===== config.mk =====
export PLATFORM = sky130hd
export DESIGN_NAME = dqr_capture_retimer
export DESIGN_NICKNAME = d
export VERILOG_FILES = /design/src/verilog/dqr_pkg.sv /design/src/verilog/dqr_capture_retimer.sv
export SDC_FILE = /design/constraint.sdc
export NUM_CORES = 1
export LEC_CHECK = 0
export BUFFER_PORTS_ARGS = -buffer_cell sky130_fd_sc_hd__buf_2
export CAP_MARGIN = 20
export CORE_MARGIN = 2
export CORE_UTILIZATION = 60
export CTS_CLUSTER_DIAMETER = 50
export CTS_CLUSTER_SIZE = 16
export DETAILED_ROUTE_END_ITERATION = 10
export PLACE_DENSITY = 0.76
export SYNTH_ARGS = -nofsm -noshare
export SYNTH_HDL_FRONTEND = slang
export SYNTH_SLANG_ARGS = --single-unit

===== constraint.sdc =====
create_clock -name clock -period 3.6 [get_ports clock]
set_input_delay 0.18 -clock clock [delete_from_list [all_inputs] [get_ports clock]]
set_output_delay 0.18 -clock clock [all_outputs]
set_load 0.01 [all_outputs]

===== src/verilog/dqr_pkg.sv =====
// Constants, field layouts and carrier types for the DDR I/Q capture retimer.
// Assumes a single 250 MHz system clock; every pin input is resynchronised inside the block.
package dqr_pkg;

  // Sample word width and clock rate
  localparam int          SAMPLE_W      = 14;
  localparam int          CLOCK_MHZ     = 250;
  localparam int          SYNC_DEPTH    = 3;

  // Search gives up and locks with the default code after this many cycles
  localparam int          SEARCH_CYCLES = 128;
  localparam int          CNT_W         = 8;

  // Retimer phase codes (phase relation of data clock to conversion clock)
  localparam logic [1:0]  CODE_0_90     = 2'h0;   // Selects phase 2
  localparam logic [1:0]  CODE_90_180   = 2'h1;   // Selects phase 3
  localparam logic [1:0]  CODE_180_270  = 2'h2;   // Selects phase 3
  localparam logic [1:0]  CODE_270_360  = 2'h3;   // Selects phase 1

  // Extra retime stages for each selected retimer clock phase
  localparam logic [1:0]  DLY_PHASE1    = 2'h0;
  localparam logic [1:0]  DLY_PHASE2    = 2'h1;
  localparam logic [1:0]  DLY_PHASE3    = 2'h2;

  // Retimer phase control register layout
  localparam int          CTL_Q_LSB     = 6;
  localparam int          CTL_SEARCH    = 4;
  localparam int          CTL_REACQ     = 3;
  localparam int          CTL_FORCE     = 2;
  localparam int          CTL_I_LSB     = 0;

  // Buffer depth
  localparam logic [1:0]  BUF_DEPTH     = 2'h2;

  typedef logic [SAMPLE_W-1:0] dqr_word_t;

  // One I/Q pair as it leaves the block
  typedef struct packed {
    dqr_word_t i;
    dqr_word_t q;
  } dqr_pair_t;

  // Phase search states
  typedef enum logic [2:0] {
    DQR_LOCKED = 3'b001,
    DQR_ARM    = 3'b010,
    DQR_MEAS   = 3'b100
  } dqr_search_t;

  // Entire state of the block
  typedef struct packed {
    logic [SYNC_DEPTH-1:0]           dq_s;
    logic                            dq_f;
    logic [SYNC_DEPTH-1:0]           cv_s;
    logic                            cv_f;
    logic [SYNC_DEPTH-1:0]           sk_s;
    logic                            sk_f;
    logic [SYNC_DEPTH-1:0]           st_s;
    logic                            st_f;
    logic [SYNC_DEPTH-1:0][SAMPLE_W-1:0] bus;
    dqr_word_t                       cap_i;
    dqr_word_t                       cap_q;
    logic                            first_v;
    logic [2:0][SAMPLE_W-1:0]        pipe_i;
    logic [2:0][SAMPLE_W-1:0]        pipe_q;
    logic [2:0]                      pipe_v;
    dqr_word_t                       core_i;
    dqr_word_t                       core_q;
    logic                            core_iv;
    logic                            core_qv;
    dqr_pair_t [1:0]                 mem;
    logic                            wp;
    logic                            rp;
    logic [1:0]                      cnt;
    dqr_search_t                     srch;
    logic                            searching;
    logic [CNT_W-1:0]                tmo;
    logic [CNT_W-1:0]                per;
    logic [CNT_W-1:0]                delta;
    logic                            got_cv;
    logic [1:0]                      code_i;
    logic [1:0]                      code_q;
    logic [1:0]                      i_force;
    logic                            force_en;
    logic                            reacq_prev;
  } dqr_state_t;

endpackage : dqr_pkg


===== src/verilog/dqr_capture_retimer.sv =====
// DDR I/Q sample capture, per-channel retiming and a two-entry output buffer.
// Assumes the data and conversion clocks arrive as pins slower than the system clock,
// and that settings bits come from the device register port outside this block.
//
// How it works
// I and Q share one DDR sample bus qualified by the data clock.
// Combined rate up to 250 MSPS at a 125 MHz data clock; the filter here needs two-cycle levels, so at most 62.5 MHz.
// Pair order and capture edge bits are independent, giving four arrangements.
// Bus words latch on the rising or falling data-clock edge per edge select.
// Edge select 1 captures I on rising and Q on falling edge.
// Pair order bit decides whether I or Q of a pair comes first.
// Format bit reads samples as unsigned or two's complement.
// Each channel is retimed into the conversion domain before the core register.
// Pin strap high forces clock input enable on and clock output off.
// In pin mode the other party keeps both clocks in phase.
// Clock input enable low makes the conversion clock the capture clock too.
// Clock output enable drives a data clock derived from the conversion clock.
// Each retimer measures clock phase and picks one of three retimer phases.
// Any working phase may be chosen when several would work.
// Searching flag stays high while the clock relationship is being found.
// A 0-to-1 write of reacquire restarts phase detection in both retimers.
// Two 2-bit readback fields report the I and Q phase codes.
// Code 00 gives phase 2, 01 and 10 phase 3, 11 phase 1.
// Force enable 1 makes the I field override both retimers.
// After reset the search locks within 128 cycles and drops searching.
// Software forces a phase by setting force enable and writing the I field.
// Pin mode with serial clock pin low uses phase 2.
// Pin mode with serial clock pin high uses detection; each rise re-evaluates.
// In-phase clocks with phase 2 forced give fixed I and Q latency.
// Software forces a phase when constant latency matters.
// Field I is writable only while force enable is 1.
// Reacquire during a search restarts it; searching stays high throughout.
`timescale 1ns/1ps
`default_nettype none

module dqr_capture_retimer (
  input  wire logic              clock,
  input  wire logic              reset,
  input  wire dqr_pkg::dqr_word_t sample_bus,
  input  wire logic              data_qualify_clock,
  input  wire logic              conversion_clock,
  input  wire logic              reset_pinstrap_pin,
  input  wire logic              serial_clock_pin,
  input  wire logic              pair_order_select,
  input  wire logic              capture_edge_select,
  input  wire logic              twos_format_select,
  input  wire logic              clock_input_enable,
  input  wire logic              clock_output_enable,
  input  wire logic              reg_write,
  input  wire logic [7:0]        reg_wdata,
  output logic      [7:0]        reg_rdata,
  output logic                   pin_strap_mode,
  output logic                   data_clock_out,
  output logic                   data_clock_oe,
  output logic                   sample_ready,
  output logic                   pair_valid,
  input  wire logic              pair_ready,
  output dqr_pkg::dqr_pair_t     pair_data
);

  dqr_pkg::dqr_state_t q;
  dqr_pkg::dqr_state_t n;

  logic                ie_eff;
  logic                oe_eff;
  logic                dq_rise;
  logic                dq_fall;
  logic                cv_rise;
  logic                sk_rise;
  logic                edge_is_i;
  logic                edge_first;
  logic                launch;
  logic                push;
  logic                pop;
  logic                start;
  logic [1:0]          eff_i;
  logic [1:0]          eff_q;
  logic [1:0]          tap_i;
  logic [1:0]          tap_q;
  dqr_pkg::dqr_word_t  bus_fmt;

  // Three-stage filter: a level change counts once stages two and three agree
  function automatic logic sync_filt(input logic [2:0] s, input logic f);
    sync_filt = (s[1] == s[2]) ? s[2] : f;
  endfunction : sync_filt

  // Rising edge of the filtered level, seen one cycle before the filter takes it
  function automatic logic sync_rise(input logic [2:0] s, input logic f);
    sync_rise = (s[1] == s[2]) && s[2] && !f;
  endfunction : sync_rise

  // Offset-binary core word from either input format
  function automatic dqr_pkg::dqr_word_t to_core(input dqr_pkg::dqr_word_t w, input logic twos);
    to_core = twos ? {~w[dqr_pkg::SAMPLE_W-1], w[dqr_pkg::SAMPLE_W-2:0]} : w;
  endfunction : to_core

  // Retime stage count for a phase code; phase 1 needs none, phase 3 the most
  function automatic logic [1:0] phase_delay(input logic [1:0] code);
    case (code)
      dqr_pkg::CODE_0_90:     phase_delay = dqr_pkg::DLY_PHASE2;
      dqr_pkg::CODE_90_180:   phase_delay = dqr_pkg::DLY_PHASE3;
      dqr_pkg::CODE_180_270:  phase_delay = dqr_pkg::DLY_PHASE3;
      default:                phase_delay = dqr_pkg::DLY_PHASE1;
    endcase
  endfunction : phase_delay

  // Quadrant of the conversion edge within one data-clock period
  function automatic logic [1:0] quadrant(input logic [dqr_pkg::CNT_W-1:0] d,
                                          input logic [dqr_pkg::CNT_W-1:0] p);
    logic [dqr_pkg::CNT_W+1:0] d4;
    logic [dqr_pkg::CNT_W+1:0] p1;
    d4 = {d, 2'h0};
    p1 = {2'h0, p};
    if (d4 < p1) begin
      quadrant = dqr_pkg::CODE_0_90;
    end else if (d4 < (p1 << 1)) begin
      quadrant = dqr_pkg::CODE_90_180;
    end else if (d4 < (p1 + (p1 << 1))) begin
      quadrant = dqr_pkg::CODE_180_270;
    end else begin
      quadrant = dqr_pkg::CODE_270_360;
    end
  endfunction : quadrant

  // Next-state logic for the whole block
  always_comb begin
    n = q;
    pin_strap_mode = q.st_f;
    // Pin mode pins the clock enables to their defaults
    ie_eff = q.st_f ? 1'b1 : clock_input_enable;
    oe_eff = q.st_f ? 1'b0 : clock_output_enable;

    // Resynchronise pins; the capture clock falls back to the conversion clock
    n.dq_s = {q.dq_s[1:0], ie_eff ? data_qualify_clock : conversion_clock};
    n.cv_s = {q.cv_s[1:0], conversion_clock};
    n.sk_s = {q.sk_s[1:0], serial_clock_pin};
    n.st_s = {q.st_s[1:0], reset_pinstrap_pin};
    n.bus  = {q.bus[1:0], sample_bus};
    n.dq_f = sync_filt(q.dq_s, q.dq_f);
    n.cv_f = sync_filt(q.cv_s, q.cv_f);
    n.sk_f = sync_filt(q.sk_s, q.sk_f);
    n.st_f = sync_filt(q.st_s, q.st_f);
    dq_rise = sync_rise(q.dq_s, q.dq_f);
    dq_fall = (q.dq_s[1] == q.dq_s[2]) && !q.dq_s[2] && q.dq_f;
    cv_rise = sync_rise(q.cv_s, q.cv_f);
    sk_rise = sync_rise(q.sk_s, q.sk_f);

    // Pad capture: edge select names the I edge, pair order the first channel
    bus_fmt    = to_core(q.bus[2], twos_format_select);
    edge_is_i  = dq_rise ? capture_edge_select : !capture_edge_select;
    edge_first = (edge_is_i == pair_order_select);
    launch     = 1'b0;
    if (dq_rise || dq_fall) begin
      if (edge_is_i) begin
        n.cap_i = bus_fmt;
      end else begin
        n.cap_q = bus_fmt;
      end
      if (edge_first) begin
        n.first_v = 1'b1;
      end else if (q.first_v) begin
        n.first_v = 1'b0;
        launch    = 1'b1;
      end
    end

    // Retime pipeline: the pair is launched with the second word straight off the bus
    n.pipe_i[0] = edge_is_i ? bus_fmt : q.cap_i;
    n.pipe_q[0] = edge_is_i ? q.cap_q : bus_fmt;
    n.pipe_i[1] = q.pipe_i[0];
    n.pipe_i[2] = q.pipe_i[1];
    n.pipe_q[1] = q.pipe_q[0];
    n.pipe_q[2] = q.pipe_q[1];
    n.pipe_v    = {q.pipe_v[1:0], launch};

    // Effective phase per channel: pin strap, forced, or detected
    if (q.st_f) begin
      eff_i = q.sk_f ? q.code_i : dqr_pkg::CODE_0_90;
      eff_q = q.sk_f ? q.code_q : dqr_pkg::CODE_0_90;
    end else begin
      eff_i = q.force_en ? q.i_force : q.code_i;
      eff_q = q.force_en ? q.i_force : q.code_q;
    end
    tap_i = phase_delay(eff_i);
    tap_q = phase_delay(eff_q);

    // Buffer handshake; a full buffer holds the core words instead of dropping them
    pop  = (q.cnt != 2'h0) && pair_ready;
    push = q.core_iv && q.core_qv && (q.cnt != dqr_pkg::BUF_DEPTH);
    if (push) begin
      n.mem[q.wp] = '{i: q.core_i, q: q.core_q};
      n.wp        = ~q.wp;
      n.core_iv   = 1'b0;
      n.core_qv   = 1'b0;
    end
    if (pop) begin
      n.rp = ~q.rp;
    end
    n.cnt = q.cnt + {1'b0, push} - {1'b0, pop};

    // Core registers take each channel at its own retimer tap
    if (q.pipe_v[tap_i] && (!q.core_iv || push)) begin
      n.core_i  = q.pipe_i[tap_i];
      n.core_iv = 1'b1;
    end
    if (q.pipe_v[tap_q] && (!q.core_qv || push)) begin
      n.core_q  = q.pipe_q[tap_q];
      n.core_qv = 1'b1;
    end

    // Register writes; the I field only accepts data while forcing
    start = 1'b0;
    if (reg_write) begin
      n.force_en   = reg_wdata[dqr_pkg::CTL_FORCE];
      n.reacq_prev = reg_wdata[dqr_pkg::CTL_REACQ];
      if (reg_wdata[dqr_pkg::CTL_FORCE]) begin
        n.i_force = reg_wdata[dqr_pkg::CTL_I_LSB +: 2];
      end
      if (reg_wdata[dqr_pkg::CTL_REACQ] && !q.reacq_prev && !q.st_f) begin
        start = 1'b1;
      end
    end
    if (q.st_f && sk_rise) begin
      start = 1'b1;
    end

    // Phase search shared by both retimers; the first data-clock period that sees a conversion rise sets both codes
    if (q.searching) begin
      n.tmo = q.tmo + 1'b1;
    end
    case (q.srch)
      dqr_pkg::DQR_LOCKED: begin
        n.searching = 1'b0;
      end
      dqr_pkg::DQR_ARM: begin
        if (dq_rise) begin
          n.srch   = dqr_pkg::DQR_MEAS;
          n.per    = '0;
          n.got_cv = 1'b0;
        end
      end
      dqr_pkg::DQR_MEAS: begin
        n.per = q.per + 1'b1;
        if (cv_rise && !q.got_cv) begin
          n.delta  = q.per;
          n.got_cv = 1'b1;
        end
        if (dq_rise) begin
          n.per    = '0;
          n.got_cv = 1'b0;
          if (q.got_cv) begin
            n.code_i    = quadrant(q.delta, q.per + 1'b1);
            n.code_q    = quadrant(q.delta, q.per + 1'b1);
            n.srch      = dqr_pkg::DQR_LOCKED;
            n.searching = 1'b0;
          end
        end
      end
      default: begin
        n.srch = dqr_pkg::DQR_ARM;
      end
    endcase
    // Bound on the search: lock with the phase 2 code rather than hang
    if (q.searching && (q.tmo == dqr_pkg::CNT_W'(dqr_pkg::SEARCH_CYCLES - 1))) begin
      n.srch      = dqr_pkg::DQR_LOCKED;
      n.searching = 1'b0;
      n.code_i    = dqr_pkg::CODE_0_90;
      n.code_q    = dqr_pkg::CODE_0_90;
    end
    // A start always wins, even mid-search
    if (start) begin
      n.srch      = dqr_pkg::DQR_ARM;
      n.searching = 1'b1;
      n.tmo       = '0;
      n.got_cv    = 1'b0;
    end
  end

  // State register; the search runs straight out of reset
  always_ff @(posedge clock) begin
    if (reset) begin
      q           <= '0;
      q.srch      <= dqr_pkg::DQR_ARM;
      q.searching <= 1'b1;
    end else begin
      q <= n;
    end
  end

  // Outputs; data and readback come straight from flip-flops
  always_comb begin
    reg_rdata = 8'h00;
    reg_rdata[dqr_pkg::CTL_Q_LSB +: 2] = q.code_q;
    reg_rdata[dqr_pkg::CTL_SEARCH]     = q.searching;
    reg_rdata[dqr_pkg::CTL_REACQ]      = q.reacq_prev;
    reg_rdata[dqr_pkg::CTL_FORCE]      = q.force_en;
    reg_rdata[dqr_pkg::CTL_I_LSB +: 2] = q.force_en ? q.i_force : q.code_i;
  end

  // The forwarded data clock is the filtered conversion clock
  assign data_clock_out = q.cv_f;
  assign data_clock_oe  = oe_eff;
  assign sample_ready   = (q.cnt != dqr_pkg::BUF_DEPTH);
  assign pair_valid     = (q.cnt != 2'h0);
  assign pair_data      = q.mem[q.rp];

  // Checks on the design's own behaviour
  search_bound_a: assert property (@(posedge clock) disable iff (reset)
    q.searching |-> (q.tmo < 8'(dqr_pkg::SEARCH_CYCLES)))
    else $error("phase search ran past its bound");

  reacq_restart_a: assert property (@(posedge clock) disable iff (reset)
    (reg_write && reg_wdata[dqr_pkg::CTL_REACQ] && !q.reacq_prev && !q.st_f)
      |=> (q.searching && (q.tmo == '0) && (q.srch == dqr_pkg::DQR_ARM)))
    else $error("reacquire edge did not restart the search");

  force_override_a: assert property (@(posedge clock) disable iff (reset)
    (!q.st_f && q.force_en) |-> ((eff_i == q.i_force) && (eff_q == q.i_force)))
    else $error("forced phase not applied to both retimers");

  pin_default_a: assert property (@(posedge clock) disable iff (reset)
    (q.st_f && !q.sk_f) |-> ((tap_i == dqr_pkg::DLY_PHASE2) && (tap_q == dqr_pkg::DLY_PHASE2)))
    else $error("pin mode with low serial clock not on phase 2");

  rise_capture_a: assert property (@(posedge clock) disable iff (reset)
    (dq_rise && capture_edge_select) |=> (q.cap_i == $past(bus_fmt)))
    else $error("I word not captured on rising edge");

  fall_capture_a: assert property (@(posedge clock) disable iff (reset)
    (dq_fall && capture_edge_select) |=> (q.cap_q == $past(bus_fmt)))
    else $error("Q word not captured on falling edge");

  strap_clock_a: assert property (@(posedge clock) disable iff (reset)
    q.st_f |-> (!data_clock_oe && ie_eff))
    else $error("pin strap defaults not applied");

  lock_clears_a: assert property (@(posedge clock) disable iff (reset)
    (q.searching && !start && (q.tmo == 8'(dqr_pkg::SEARCH_CYCLES - 1))) |=> !q.searching)
    else $error("searching flag stuck at the search bound");

  readback_i_a: assert property (@(posedge clock) disable iff (reset)
    !q.force_en |-> (reg_rdata[dqr_pkg::CTL_I_LSB +: 2] == q.code_i))
    else $error("I field does not show the detected code");

  buffer_count_a: assert property (@(posedge clock) disable iff (reset)
    (push && !pop) |=> (q.cnt == $past(q.cnt) + 2'h1))
    else $error("buffer count did not follow a push");

  buffer_pop_a: assert property (@(posedge clock) disable iff (reset)
    (pop && !push) |=> (q.cnt == $past(q.cnt) - 2'h1))
    else $error("buffer count did not follow a pop");

  locked_idle_a: assert property (@(posedge clock) disable iff (reset)
    (q.srch == dqr_pkg::DQR_LOCKED) |-> !q.searching)
    else $error("searching flag high while locked");

  pin_retrigger_a: assert property (@(posedge clock) disable iff (reset)
    (q.st_f && sk_rise) |=> (q.searching && (q.srch == dqr_pkg::DQR_ARM)))
    else $error("serial clock rise did not restart the search");

  capture_clock_a: assert property (@(posedge clock) disable iff (reset)
    (!q.st_f && !clock_input_enable) |=> (q.dq_s[0] == $past(conversion_clock)))
    else $error("capture clock not taken from the conversion clock");

  clock_drive_a: assert property (@(posedge clock) disable iff (reset)
    (!q.st_f && clock_output_enable) |-> data_clock_oe)
    else $error("data clock pin not driven when enabled");

endmodule : dqr_capture_retimer

`default_nettype wire


==> results.md <==
- Antenna violations before repair: 0
- Dpl cells: 1608
- Clk sink count: 299
- Power Total: about 0.0066 W
- VDD IR max: about 350 uV
- Pint: approximately 0.0051 W
- Full die area: 21000 um2
- Endpoints failing hold: 0
- Setup repair bufs after CTS: 0
- Final cell count without fillers: around 1700
- Largest net degree at the start of global routing: 146
- Hold EP: q[39]
- Data arrival, critical path: 3.77 ns
- Post-Syn Area: 11900 um2
- Worst path max stage delay: 0.46 ns
- Flop2flop setup slack: about 0.25 ns
- Mapped Nets: 1402
- Pre-Repair DR Iteration Count: 5
- CTS HTree Levels: 1
- Gr usage total: ~22%
- Sequential power share: 51.2%
- CTS max path bufs: 3
- Average wire per cell in the routed design: 13.9 um
- Hold WC Path Type: input pin to flip-flop
- Synth Flop Type: dfxtp_1
- Area growth, synth to finish: 14.6%
- Post-Route Setup TNS: 0 ns
- DRC Markers: 0
- Routability cong.: between 0.8 and 0.9
- Power per cell area: between 400 and 500 nW/um2
- TritonCTS clock tree: done
- Starting density of the core: 61.2%
- Count leader, synth: dfxtp_1
- Most frequent cells after synthesis: dfxtp_1 (299), nand2_1 (245), a21oi_1 (172), nor2_1 (116), nor2b_1 (115)
- CP Cell Sequence: and3_4, a21oi_1, nor2_1, inv_1, ha_1, a21oi_1, o41ai_1, a21oi_1, mux2i_1, o311ai_0, ha_1, o2111ai_1, and3_1, a2111oi_2
- Highest-delay cell along the critical path: dfxtp_1
- CTS clk-pin slew, worst paths: 0.07 ns
- ANT nets after route: 0
- Fin Clk Skew: roughly 0.023 ns
- Async SR Flop Fraction: 0%
- Leak: about 5.1 nW
- Layout cells sized above 1: 13.5%
- Final HPWL DP: 14.4 mm
- Required time worst endpoint: 4.02 ns
- Ant. Diodes: 0
- Cts bufs inserted: 27
- Fin Hold WS: roughly 0.061 ns
- Switching Share: 22.3%
- Post-synthesis sequential area ratio: 50.3%
- Worst reg-to-reg path cell count: 14
- Fin. max-slew vios: 0
- Period utilization: 93.0%
- Nets: 1468
- DR vias/cell: 5.30
- Post-synth EDFFs: 0
- Final count of negative-setup-slack endpoints: 0
- Die Height: between 100 and 150 um
- Cell count after synthesis: approximately 1300
- Via count: approximately 8900
- First-pass GRT wire length: 39.3 mm
- Critical Path Sink Type: flip-flop
- Fmax: 0.299 GHz
- Slew @ Worst Pin: 0.983 ns
- DR iter-0 viols: about 640
- Yosys warnings: 0
- Ranking of synthesized cells by area: dfxtp_1 (50%), nand2_1 (7.7%), a21oi_1 (7.2%)
- Worst min-delay path startpoint: pair_ready
- Final WL: 23.4 mm
- CTS Root Cell: clkbuf_16
- Avg Inst Size Synth: slightly below 9 um2
- Synth cell types: 63
- Most used cell, CP: a21oi_1
- Worst setup SP type: flip-flop
- Max transition margin: 33.9%
- Width of the die: 145 um
- Switching power of the nets: 0.00148 W
- Synth top area share: 50.3%
- Hold path depth: 4
- Comb pwr share: 5.3%
- Reported max-cap violation count: 0
- Post-synth top area cell: dfxtp_1
- I/O pin count: 76
- Reg-to-reg endpoint: reg_rdata[6]
- Reg2Reg Launch Point: q[19]
- Core ar.: 19500 um2
- CP Class: flip-flop to flip-flop
- Vias in the first global route: 8234
- Min cycle time layout: 3.35 ns
- I/O Buffers: 70
- Final Core Density: 70.1%
- Clock share of power: 43.5%
- GRT overflow: 0
- Post-synthesis register bit count: 299
- RSZ-0062 raised after global routing: false
- FP Rows: 51
- Crit-path max FO: 6
- Clock insertion delay at the later pin of the skew report: 0.54 ns
- Outcome: finished, final reports clean
[per-layer routing]
metal	part of all wire (%)	wire length (um)	GRT usage (%)	vias to the layer above
li1	-	-	-	4575
met1	48	11300	31.9	4172
met2	46	10800	36.7	164
met3	4.3	1000	2.99	24
met4	1.2	287	5.16	0
met5	0	0	0	-
[final cells by class]
cell class	instances	area, um2
Sequential cell	299	5990
Fill cell	1519	5820
Tap cell	265	332
Multi-Input combinational cell	929	5490
Timing Repair Buffer	125	862
Clock buffer	32	734
Inverter	21	81.3
Clock inverter	14	161
[worst max path at each step]
| stage | startpoint | to | slack [ns] | cells past startpoint |
|---|---|---|---|---|
| after global routing | q[19] | reg_rdata[6] | 0.004 | 14 |
| after CTS | q[18] | reg_rdata[6] | 0.20 | 14 |
| final | q[19] | reg_rdata[6] | 0.25 | 14 |
| after floorplan | q[17] | reg_rdata[6] | 0.31 | 15 |
| after global placement | q[17] | reg_rdata[6] | 0.27 | 14 |
| after detailed placement | q[17] | reg_rdata[6] | 0.25 | 14 |
[kinds of logic (layout without fill, tap and decap cells)]
group / count (synthesis) / count (layout) / share of synthesized area (%)
adders and majority gates: 31 / 31 / 3.30
and+or+nand+nor: 537 / 537 / 20.8
buffers and inverters: 109 / 192 / 3.93
muxes: 72 / 72 / 6.37
AOI/OAI and AO/OA: 257 / 257 / 12.5
other: 1 / 1 / 0.0315
xor gates and xnor gates: 31 / 31 / 2.84
DFF: 299 / 299 / 50.3
[placed cells by master (no fill, tap or decap), types with 17 or more instances in the layout]
master	netlist	final
a21oi_1	172	171
nor2_1	116	116
dlygate4sd3_1	0	31
buf_4	7	23
buf_2	6	69
xnor2_1	19	17
dfxtp_1	299	299
ha_1	29	28
nor2b_1	115	115
a211oi_1	35	35
clkbuf_16	0	27
nand2_1	245	245
mux2_2	30	30
mux2i_1	42	42
inv_1	19	19
[critical path, delay by kind of cell (launching register included)]
family                     cells  cell delay [ns]
AOI/OAI and AO/OA              7             1.02
adders and majority gates      2             0.65
buffers and inverters          1             0.13
DFF                            1             0.46
muxes                          1             0.21
and+or+nand+nor                3             0.77
[power by group through the flow]
stage                     clock [W]  combinational [W]  sequential [W]
final                       0.00287           0.000350         0.00339
after global routing        0.00308           0.000381         0.00339
after CTS                   0.00293           0.000350         0.00338
after detailed placement          0           0.000323         0.00346
after global placement            0           0.000319         0.00346
after floorplan                   0           0.000248         0.00345
[what timing repair did]
action / CTS / global route
setup endpoints to repair: 0 / 1
hold endpoints to repair: 23 / 0
hold buffers: 31 / 0
resized for setup: 0 / 2
[metrics by stage]
step                area (um2)  setup slack [ns]
finish                   13600             0.252
global route             13600           0.00383
CTS                      13600             0.200
detailed placement       12400             0.250
global placement         12400             0.265
floorplan                11900             0.311
Power figures use the tool's default switching activity.
